$ cat config.mk
export PLATFORM = sky130hd
export DESIGN_NAME = cpb_fetch_unit
export DESIGN_NICKNAME = d
export VERILOG_FILES = /design/src/cpb_pkg.sv /design/src/cpb_branch_cache.sv /design/src/cpb_fetch_unit.sv
export VERILOG_INCLUDE_DIRS = /design/src
export SDC_FILE = /design/constraint.sdc
export NUM_CORES = 1
export LEC_CHECK = 0
export ABC_AREA = 1
export BUFFER_PORTS_ARGS = -buffer_cell sky130_fd_sc_hd__buf_2
export CAP_MARGIN = 25
export CORE_ASPECT_RATIO = 2
export CORE_MARGIN = 1
export CORE_UTILIZATION = 25
export DETAILED_ROUTE_END_ITERATION = 8
export PLACE_DENSITY = 0.43
export SLEW_MARGIN = 25
export SYNTH_ARGS = -nofsm -noshare
export SYNTH_HDL_FRONTEND = slang
export SYNTH_SLANG_ARGS = --single-unit
$ cat constraint.sdc
create_clock -name mclk -period 9.5 [get_ports mclk]
set_input_delay 1.9 -clock mclk [delete_from_list [all_inputs] [get_ports mclk]]
set_output_delay 1.9 -clock mclk [all_outputs]
set_load 0.01 [all_outputs]
$ cat src/cpb_params.svh
// Purpose: constants of the code prefetch and branch target cache block
// Assumes: one clock (mclk, 40 MHz), synchronous active-high reset
// Notes: types live in cpb_pkg
// Overview of operation
// - queue fetches code whenever bus is idle and queue has room
// - fetch only needed bytes, no dummy reads
// - queue holds at most six bytes
// - branch miss flushes queue, refetches, execution stalls
// - four entries compared in parallel per branch
// - entry keeps destination plus six code bytes
// - hit moves stored bytes into queue at once
// - queue and cache enabled after reset
// - bus control write can disable both
// - memory accesses take programmable wait states
// - data shares code waits unless split
// - machine cycle four clocks, fetch overlaps execution
// - cycles per instruction as classic core
// - two queued bytes delivered in one cycle
// - fetching continues during internal execution cycles
`ifndef CPB_PARAMS_SVH
`define CPB_PARAMS_SVH
`define CPB_QUEUE_DEPTH 6
`define CPB_CACHE_ENTRIES 4
`define CPB_WAIT_RESET 3'h4
`define CPB_WAIT_MIN 3'h1
`define CPB_CLK_PERIOD_NS 25
`define CPB_MCYCLE_NS 100
`define CPB_MCYCLE_CLKS (`CPB_MCYCLE_NS / `CPB_CLK_PERIOD_NS)
`endif

$ cat src/cpb_pkg.sv
// Purpose: shared types of the prefetch block
// Assumes: nothing
// Notes: bus states differ in one bit along idle-code and in two bits along idle-data
package cpb_pkg;
    typedef enum logic [1:0] {
        CPB_IDLE = 2'h0,
        CPB_CODE = 2'h1,
        CPB_DATA = 2'h3
    } cpb_bus_t;
endpackage

$ cat src/cpb_branch_cache.sv
// Purpose: fully associative branch target cache
// Assumes: fill bytes arrive in address order after an allocation
// Notes: no snooping, code written at run time can leave stale entries
`include "cpb_params.svh"
module cpb_branch_cache #(
    parameter int ENTRIES = `CPB_CACHE_ENTRIES,
    parameter int BYTES = `CPB_QUEUE_DEPTH
) (
    // clock and reset
    input wire logic mclk,
    input wire logic rst,
    // lookup
    input wire logic lookupEn,
    input wire logic [15:0] lookupAddr,
    output logic hit,
    output logic [BYTES-1:0][7:0] hitData,
    output logic [2:0] hitCount,
    // allocation and fill
    input wire logic allocEn,
    input wire logic abortFill,
    input wire logic fillEn,
    input wire logic [7:0] fillByte
);
    localparam int IW = $clog2(ENTRIES);
    localparam logic [2:0] LAST = 3'(BYTES - 1);

    generate
        if (ENTRIES < 2 || (1 << IW) != ENTRIES || BYTES < 1 || BYTES > 7) begin : g_chk
            $error("cpb_branch_cache: unsupported geometry");
        end
    endgenerate

    typedef struct packed {
        logic [ENTRIES-1:0] valid;
        logic [ENTRIES-1:0][15:0] tag;
        logic [ENTRIES-1:0][2:0] cnt;
        logic [ENTRIES-1:0][BYTES-1:0][7:0] data;
        logic [IW-1:0] victim;
        logic [IW-1:0] fillIdx;
        logic filling;
    } cpb_cache_t;

    cpb_cache_t r;
    cpb_cache_t next_r;

    // all tags compared at once; empty entries never hit
    always_comb begin
        hit = 1'b0;
        hitData = '0;
        hitCount = 3'h0;
        for (int i = 0; i < ENTRIES; i++) begin
            if (lookupEn && r.valid[i] && r.cnt[i] != 3'h0 && r.tag[i] == lookupAddr) begin
                hit = 1'b1;
                hitData = r.data[i];
                hitCount = r.cnt[i];
            end
        end
    end

    always_comb begin
        next_r = r;
        if (allocEn) begin
            next_r.valid[r.victim] = 1'b1;
            next_r.tag[r.victim] = lookupAddr;
            next_r.cnt[r.victim] = 3'h0;
            next_r.fillIdx = r.victim;
            next_r.filling = 1'b1;
            next_r.victim = IW'(r.victim + 1'b1);
        end else if (abortFill) begin
            next_r.filling = 1'b0;
        end else if (fillEn && r.filling) begin
            next_r.data[r.fillIdx][r.cnt[r.fillIdx]] = fillByte;
            next_r.cnt[r.fillIdx] = r.cnt[r.fillIdx] + 3'h1;
            if (r.cnt[r.fillIdx] == LAST) begin
                next_r.filling = 1'b0;
            end
        end
    end

    always_ff @(posedge mclk) begin
        if (rst) begin
            r <= '0;
        end else begin
            r <= next_r;
        end
    end

    victimStep_a: assert property (@(posedge mclk) disable iff (rst)
        allocEn |=> r.victim == IW'($past(r.victim) + 1'b1))
        else $error("victim pointer did not advance on allocation");
    fillStop_a: assert property (@(posedge mclk) disable iff (rst)
        r.filling |-> r.cnt[r.fillIdx] <= LAST)
        else $error("cache entry filled beyond its byte count");
endmodule

$ cat src/cpb_fetch_unit.sv
// Purpose: code prefetch queue with branch target cache and memory wait control
// Assumes: execution unit, branch and data requests share mclk; memory returns
//          read data in the last cycle of an access
// Notes: bus control fields are plain ports loaded by a write strobe
`include "cpb_params.svh"
module cpb_fetch_unit #(
    parameter int DEPTH = `CPB_QUEUE_DEPTH,
    parameter int ENTRIES = `CPB_CACHE_ENTRIES
) (
    // clock and reset
    input wire logic mclk,
    input wire logic rst,
    // bus control register
    input wire logic busCtlWrite,
    input wire logic busCtlDisable,
    input wire logic busCtlSplit,
    input wire logic [2:0] busCtlCodeWait,
    input wire logic [2:0] busCtlDataWait,
    // execution unit: queue side
    input wire logic take,
    input wire logic takeTwo,
    input wire logic branchReq,
    input wire logic [15:0] branchAddr,
    output logic [7:0] qByte0,
    output logic [7:0] qByte1,
    output logic [2:0] qCount,
    output logic mcycEn,
    output logic enabled,
    // execution unit: data access
    input wire logic dataReq,
    input wire logic dataWe,
    input wire logic [15:0] dataAddr,
    input wire logic [7:0] dataWdata,
    output logic dataAck,
    output logic [7:0] dataRdata,
    // module memory
    output logic memReq,
    output logic memWe,
    output logic [15:0] memAddr,
    output logic [7:0] memWdata,
    input wire logic [7:0] memRdata
);
    localparam logic [2:0] DEPTH_C = 3'(DEPTH);
    localparam logic [1:0] MC_LAST = 2'(`CPB_MCYCLE_CLKS - 1);

    generate
        if (DEPTH < 2 || DEPTH > 7 || `CPB_MCYCLE_CLKS != 4) begin : g_chk
            $error("cpb_fetch_unit: unsupported depth or machine cycle");
        end
    endgenerate

    typedef struct packed {
        cpb_pkg::cpb_bus_t st;
        logic [2:0] waitCnt;
        logic stale;
        logic [15:0] pc;
        logic [DEPTH-1:0][7:0] q;
        logic [2:0] qCnt;
        logic enable;
        logic split;
        logic [2:0] codeWait;
        logic [2:0] dataWait;
        logic memReq;
        logic memWe;
        logic [15:0] memAddr;
        logic [7:0] memWdata;
        logic dataAck;
        logic [7:0] dataRdata;
        logic [1:0] divCnt;
        logic mcycEn;
    } cpb_fetch_t;

    cpb_fetch_t r;
    cpb_fetch_t next_r;
    logic hit;
    logic [DEPTH-1:0][7:0] hitData;
    logic [2:0] hitCount;
    logic allocEn;
    logic abortFill;
    logic fillEn;
    logic fetchOk;
    logic [2:0] tk;

    // zero waits would make a zero-length access, so it is served as one
    function automatic logic [2:0] cpbWaits(input logic [2:0] w);
        return (w == 3'h0) ? `CPB_WAIT_MIN : w;
    endfunction

    cpb_branch_cache #(
        .ENTRIES(ENTRIES),
        .BYTES(DEPTH)
    ) u_cache (
        .mclk(mclk),
        .rst(rst),
        .lookupEn(branchReq && r.enable),
        .lookupAddr(branchAddr),
        .hit(hit),
        .hitData(hitData),
        .hitCount(hitCount),
        .allocEn(allocEn),
        .abortFill(abortFill),
        .fillEn(fillEn),
        .fillByte(memRdata)
    );

    // disabled queue keeps one byte only, fetched when empty
    assign fetchOk = r.enable ? (r.qCnt < DEPTH_C) : (r.qCnt == 3'h0);

    always_comb begin
        next_r = r;
        allocEn = 1'b0;
        abortFill = 1'b0;
        fillEn = 1'b0;
        tk = 3'h0;
        next_r.dataAck = 1'b0;
        next_r.divCnt = 2'(r.divCnt + 2'h1);
        next_r.mcycEn = (r.divCnt == MC_LAST - 2'h1);
        if (busCtlWrite) begin
            next_r.enable = !busCtlDisable;
            next_r.split = busCtlSplit;
            next_r.codeWait = busCtlCodeWait;
            next_r.dataWait = busCtlDataWait;
        end
        if (take && !branchReq) begin
            tk = takeTwo ? 3'h2 : 3'h1;
        end
        if (tk > r.qCnt) begin
            tk = 3'h0;
        end
        for (int i = 0; i < DEPTH; i++) begin
            next_r.q[i] = (i + int'(tk) < DEPTH) ? r.q[i + int'(tk)] : 8'h00;
        end
        next_r.qCnt = r.qCnt - tk;
        unique case (r.st)
            cpb_pkg::CPB_IDLE: begin
                if (dataReq && !r.dataAck) begin
                    next_r.st = cpb_pkg::CPB_DATA;
                    next_r.memReq = 1'b1;
                    next_r.memWe = dataWe;
                    next_r.memAddr = dataAddr;
                    next_r.memWdata = dataWdata;
                    next_r.waitCnt = cpbWaits(r.split ? r.dataWait : r.codeWait);
                end else if (fetchOk && !branchReq) begin
                    next_r.st = cpb_pkg::CPB_CODE;
                    next_r.memReq = 1'b1;
                    next_r.memWe = 1'b0;
                    next_r.memAddr = r.pc;
                    next_r.waitCnt = cpbWaits(r.codeWait);
                end
            end
            cpb_pkg::CPB_CODE, cpb_pkg::CPB_DATA: begin
                if (r.waitCnt == 3'h1) begin
                    next_r.st = cpb_pkg::CPB_IDLE;
                    next_r.memReq = 1'b0;
                    next_r.memWe = 1'b0;
                    next_r.stale = 1'b0;
                    if (r.st == cpb_pkg::CPB_DATA) begin
                        next_r.dataAck = 1'b1;
                        next_r.dataRdata = memRdata;
                    end else if (!r.stale && !branchReq) begin
                        next_r.q[next_r.qCnt] = memRdata;
                        next_r.qCnt = next_r.qCnt + 3'h1;
                        next_r.pc = r.pc + 16'h0001;
                        fillEn = 1'b1;
                    end
                end else begin
                    next_r.waitCnt = r.waitCnt - 3'h1;
                end
            end
            default: begin
                next_r.st = cpb_pkg::CPB_IDLE;
                next_r.memReq = 1'b0;
            end
        endcase
        if (branchReq) begin
            // an in-flight fetch of the old stream is finished but dropped
            next_r.stale = (r.st == cpb_pkg::CPB_CODE) && (r.waitCnt != 3'h1);
            abortFill = 1'b1;
            if (hit) begin
                next_r.q = hitData;
                next_r.qCnt = hitCount;
                next_r.pc = branchAddr + {13'h0000, hitCount};
            end else begin
                next_r.qCnt = 3'h0;
                next_r.pc = branchAddr;
                allocEn = r.enable;
            end
        end
    end

    always_ff @(posedge mclk) begin
        if (rst) begin
            r <= '0;
            r.enable <= 1'b1;
            r.codeWait <= `CPB_WAIT_RESET;
            r.dataWait <= `CPB_WAIT_RESET;
        end else begin
            r <= next_r;
        end
    end

    assign qByte0 = r.q[0];
    assign qByte1 = r.q[1];
    assign qCount = r.qCnt;
    assign mcycEn = r.mcycEn;
    assign enabled = r.enable;
    assign dataAck = r.dataAck;
    assign dataRdata = r.dataRdata;
    assign memReq = r.memReq;
    assign memWe = r.memWe;
    assign memAddr = r.memAddr;
    assign memWdata = r.memWdata;

    // access length checker
    logic [3:0] accLen;
    logic [2:0] expLen;
    logic codeDone;
    // a live code fetch ends this cycle and adds its byte
    assign codeDone = (r.st == cpb_pkg::CPB_CODE) && (r.waitCnt == 3'h1) && !r.stale;
    always_ff @(posedge mclk) begin
        if (rst) begin
            accLen <= 4'h0;
            expLen <= 3'h0;
        end else begin
            accLen <= memReq ? accLen + 4'h1 : 4'h0;
            if (memReq && accLen == 4'h0) begin
                expLen <= r.waitCnt;
            end
        end
    end

    queueBound_a: assert property (@(posedge mclk) disable iff (rst)
        qCount <= DEPTH_C)
        else $error("queue holds more bytes than its depth");
    noDummy_a: assert property (@(posedge mclk) disable iff (rst)
        $rose(memReq) && r.st == cpb_pkg::CPB_CODE |-> $past(fetchOk))
        else $error("code fetch started without room for the byte");
    idleFetch_a: assert property (@(posedge mclk) disable iff (rst)
        r.st == cpb_pkg::CPB_IDLE && fetchOk && !branchReq && !dataReq
        |=> memReq && !memWe && memAddr == $past(r.pc))
        else $error("idle bus not used for prefetch");
    codeWait_a: assert property (@(posedge mclk) disable iff (rst)
        $rose(memReq) && r.st == cpb_pkg::CPB_CODE
        |-> r.waitCnt == cpbWaits($past(r.codeWait)))
        else $error("code fetch used wrong wait count");
    dataWait_a: assert property (@(posedge mclk) disable iff (rst)
        $rose(memReq) && r.st == cpb_pkg::CPB_DATA
        |-> r.waitCnt == cpbWaits($past(r.split) ? $past(r.dataWait) : $past(r.codeWait)))
        else $error("data access used wrong wait count");
    accessLen_a: assert property (@(posedge mclk) disable iff (rst)
        $fell(memReq) |-> accLen == {1'b0, expLen})
        else $error("memory access length differs from wait count");
    branchFlush_a: assert property (@(posedge mclk) disable iff (rst)
        branchReq && !hit |=> qCount == 3'h0 ##1 qCount == 3'h0)
        else $error("queue not flushed on branch miss");
    hitLoad_a: assert property (@(posedge mclk) disable iff (rst)
        branchReq && hit |=> qCount == $past(hitCount) && qByte0 == $past(hitData[0]))
        else $error("cache hit did not load the queue");
    resetOn_a: assert property (@(posedge mclk)
        $past(rst) |-> enabled && r.codeWait == `CPB_WAIT_RESET)
        else $error("queue or cache not enabled after reset");
    ctlOff_a: assert property (@(posedge mclk) disable iff (rst)
        busCtlWrite && busCtlDisable |=> !enabled)
        else $error("bus control write did not disable prefetch");
    mcycle_a: assert property (@(posedge mclk) disable iff (rst)
        mcycEn |=> !mcycEn [*3] ##1 mcycEn)
        else $error("machine cycle is not four clocks");
    takeTwo_a: assert property (@(posedge mclk) disable iff (rst)
        take && takeTwo && !branchReq && qCount >= 3'h2
        |=> qCount == $past(qCount) - 3'h2 + {2'h0, $past(codeDone)})
        else $error("two-byte take did not consume two bytes");

    hitSeen_c: cover property (@(posedge mclk) disable iff (rst) branchReq && hit);
    queueFull_c: cover property (@(posedge mclk) disable iff (rst) qCount == DEPTH_C);
    dataDone_c: cover property (@(posedge mclk) disable iff (rst) dataAck);
    pairTake_c: cover property (@(posedge mclk) disable iff (rst)
        take && takeTwo && qCount >= 3'h2 && memReq);
endmodule

==> impl_metrics.py <==
metrics = {
    "floorplan": {
        "coreArea_um2": 86000,
        "ios": 120,
        "standard_cell_rows": 152,
        "initial_utilization_pct": 25.3,
        "die_y_um": 419,
        "die-width_um": 210,
        "dieArea_um2": 88100,
    },
    "sta": {
        "timing.clock.skew_ns": 0.0278,
        "slew_at_the_pin_closest_to_its_max_slew_limit_ns": 1.05,
        "finalHoldViolations": 0,
        "timing.final.max_slew_violations": 0,
        "rsz0062_at_grt": "no",
        "setup_viol_count_final": 0,
        "totalNegativeSetupSlack_ns": 0,
        "max_freq_mhz": 151,
        "final_min_period_over_clock_period_pct": 69.5,
        "max_slew_margin_pct": 29.4,
        "final_critical_path_setup_slack_ns": 2.89,
        "final_period_minus_worst_setup_slack_ns": 6.61,
    },
    "yosys": {
        "ys.warnings.count": 0,
        "synthDistinctLibCells": 41,
        "synth_seq_area_share_pct": 36.4,
        "synth_top_cells_by_count": "nand2_1 (801), a21oi_1 (437), dfxtp_1 (395)",
        "synth-edff-count": 0,
        "synth.most_common_cell": "nand2_1",
        "netlist_instances": 3361,
        "synth_area_per_cell_um2": 6.46,
        "postSynth.topFlopCell": "dfxtp_1",
        "synth.ff_latch_count": 395,
        "synth_top_cell_by_area": "dfxtp_1",
        "post-synth-top-area-fraction_pct": 36.4,
        "asyncSetResetFlopFracSynth_pct": 0,
        "mappedNetlistArea_um2": 21700,
        "synth.area.top_cells": "dfxtp_1 (36%), nand2_1 (14%), a21oi_1 (10%)",
        "net_count_after_synthesis": 3447,
    },
    "global_routing": {
        "grt-ovfl-total": 0,
        "initial_antenna_violation_count": 0,
        "globalRoute.busiestLayer": "met2",
        "via_count_of_the_first_global_routing_pass": 21178,
        "globalRouteTotalUtil_pct": 20.2,
        "grt_met1_use_pct": 20.4,
        "grt_use_met3_pct": 1.81,
        "met2_usage_pct": 40.4,
        "largest_net_degree_at_the_start_of_global_routing": 187,
        "grt_first_pass_wirelength_um": 134000,
    },
    "placement": {
        "port_buffers": 119,
        "preCtsSetupSlack_ns": 2.42,
        "finalWeightedCongestion": 0.893,
        "placedInstanceArea_um2": 22700,
        "place.detailed.hpwl_um": 63700,
    },
    "cells_and_area": {
        "seq_area_um2": 7910,
        "final.fill_count": 9823,
        "finish.net_count": 3377,
        "finish.utilization_pct": 28.1,
        "final_layout_size_suffix_gt1_share_pct": 8.40,
        "areaGrowthSynthToFinish_pct": 11.1,
        "multiInputGateArea_um2": 11300,
        "stdcell_area_um2": 24100,
    },
    "routing": {
        "drt-initial-drc-count": 1358,
        "vias_per_cell": 4.83,
        "firstDrtPassIters": 7,
        "drt-wirelength-per-cell_um": 20.1,
        "drtAntennaViolNets": 0,
        "vias": 21609,
        "detail_route.wirelength_um": 89800,
        "detail_route.drc_violations": 0,
    },
    "clock_network": {
        "cts_tree": "built",
        "cts_max_level": 2,
        "clock-sinks": 395,
        "clockRootBuffer": "clkbuf_16",
        "numCtsBuffers": 43,
        "cts.hold.buffers_added": 0,
        "postCtsSetupRepairBufs": 0,
        "cts.path.max_buffers": 3,
        "clk-insertion-delay-late_ns": 0.61,
        "reg_clk_slew_reported_paths_ns": 0.06,
        "cts_resized": 0,
    },
    "min_path": {
        "holdPathStages": 1,
        "hold_path.class": "flip-flop to flip-flop",
    },
    "run_status": {
        "run_status": "finished, final reports clean",
    },
    "power": {
        "worst_ir_drop_on_vdd_uv": 137,
        "cell_leakage_power_uw": 0.0101,
        "pwr_density_cell_nw_per_um2": 172,
    },
    "critical_path": {
        "timing.critical_path.to_type": "flip-flop",
        "cp_data_required_time_ns": 10.01,
        "critical_path_arrival_ns": 7.12,
        "worst_r2r_path_depth": 15,
        "setup.worst_path.start_class": "primary input",
        "critPathMaxFanout": 80,
        "worstSetupPathType": "primary input to flip-flop",
    },
    "job": {
        "cap_violations": 0,
    },
}
[worst max-delay path: stages]
cell and delay (ns):
buf_2 0.27, inv_1 0.42, nand2_1 0.20, nor2_2 0.43
inv_1 0.09, ha_1 0.28, a21oi_1 0.17, o21ai_2 0.18
nand2_2 0.11, buf_4 0.60, ha_1 0.69, inv_1 0.76
nand3_1 0.25, a21oi_1 0.18, nand2_1 0.10, o211ai_1 0.09
nand2_1 0.10, a21oi_1 0.25
[placed cells by master (no fill, tap or decap), types with 8 or more instances in the layout]
master | synthesis | final
o21ai_0 | 304 | 304
o22ai_1 | 11 | 11
clkbuf_16 | 0 | 44
o211ai_1 | 65 | 65
ha_1 | 20 | 20
buf_4 | 61 | 31
nor2_2 | 20 | 20
clkbuf_1 | 124 | 9
nand2_1 | 801 | 801
a31oi_1 | 22 | 22
a21oi_1 | 437 | 437
dfxtp_1 | 395 | 395
nor3_1 | 8 | 8
nand3_1 | 264 | 263
xor2_1 | 19 | 19
nand4_1 | 20 | 20
inv_1 | 290 | 289
buf_2 | 56 | 118
inv_2 | 10 | 11
o21ai_1 | 24 | 24
nor2_1 | 326 | 326
[kinds of logic (layout without fill, tap and decap cells)]
family                     Yosys count  after routing  synth area share [%]
AOI/OAI and AO/OA                  870            870                  21.1
other                                0              1                     0
DFF                                395            395                  36.4
buffers and inverters              574            533                  11.8
adders and majority gates           22             22                  1.34
xor gates and xnor gates            25             25                  1.01
and+or+nand+nor                   1475           1475                  28.4
[area by class of cell]
type	instances	share of cell area, %
Inverter	308	4.81
Clock buffer	60	5.10
Timing Repair Buffer	151	3.61
Clock inverter	14	1.00
Multi-Input combinational cell	2392	46.7
Sequential cell	395	32.8
Tap cell	1155	5.99
Antenna cell	1	0.0104
[per-stage QoR]
step | total power [uW] | std cells | hold WS, ns
floorplan | 2170 | 3361 | 0.393
global placement | 2360 | 4400 | 0.404
detailed placement | 2360 | 4401 | 0.404
CTS | 4200 | 4475 | 0.418
global route | 4320 | 4475 | 0.454
finish | 4140 | 4476 | 0.411
[power by group]
| part | switching (uW) | leakage (uW) | internal (uW) |
|---|---|---|---|
| logic | 392 | 0.00613 | 161 |
| registers | 52.5 | 0.00320 | 1710 |
| clock network | 757 | 0.000719 | 1070 |
[routing by layer]
metal  wire length, um  share of wire (%)
met1             32400                 36
met5                 0                  0
met3              2650                3.0
met4              4460                5.0
met2             50200                 56
[worst paths after layout]
| kind | startpoint | endpoint | slack [ns] |
|---|---|---|---|
| min | r[1] | r[1] | 0.41 |
| max | branchReq | r[93] | 2.89 |
| max reg2reg | enabled | u_cache.r[250] | 4.80 |
| min reg2reg | r[1] | r[1] | 0.41 |
[state kept, by name, indices dropped and copies added (netlist names)]
name / cells
dataAck: 1
dataRdata: 8
enabled: 1
mcycEn: 1
memAddr: 16
memWdata: 8
memWe: 1
qByte0: 8
qByte1: 8
qCount: 3
r: 63
u_cache.r: 277
No activity file was read; power rests on OpenSTA's default activity.
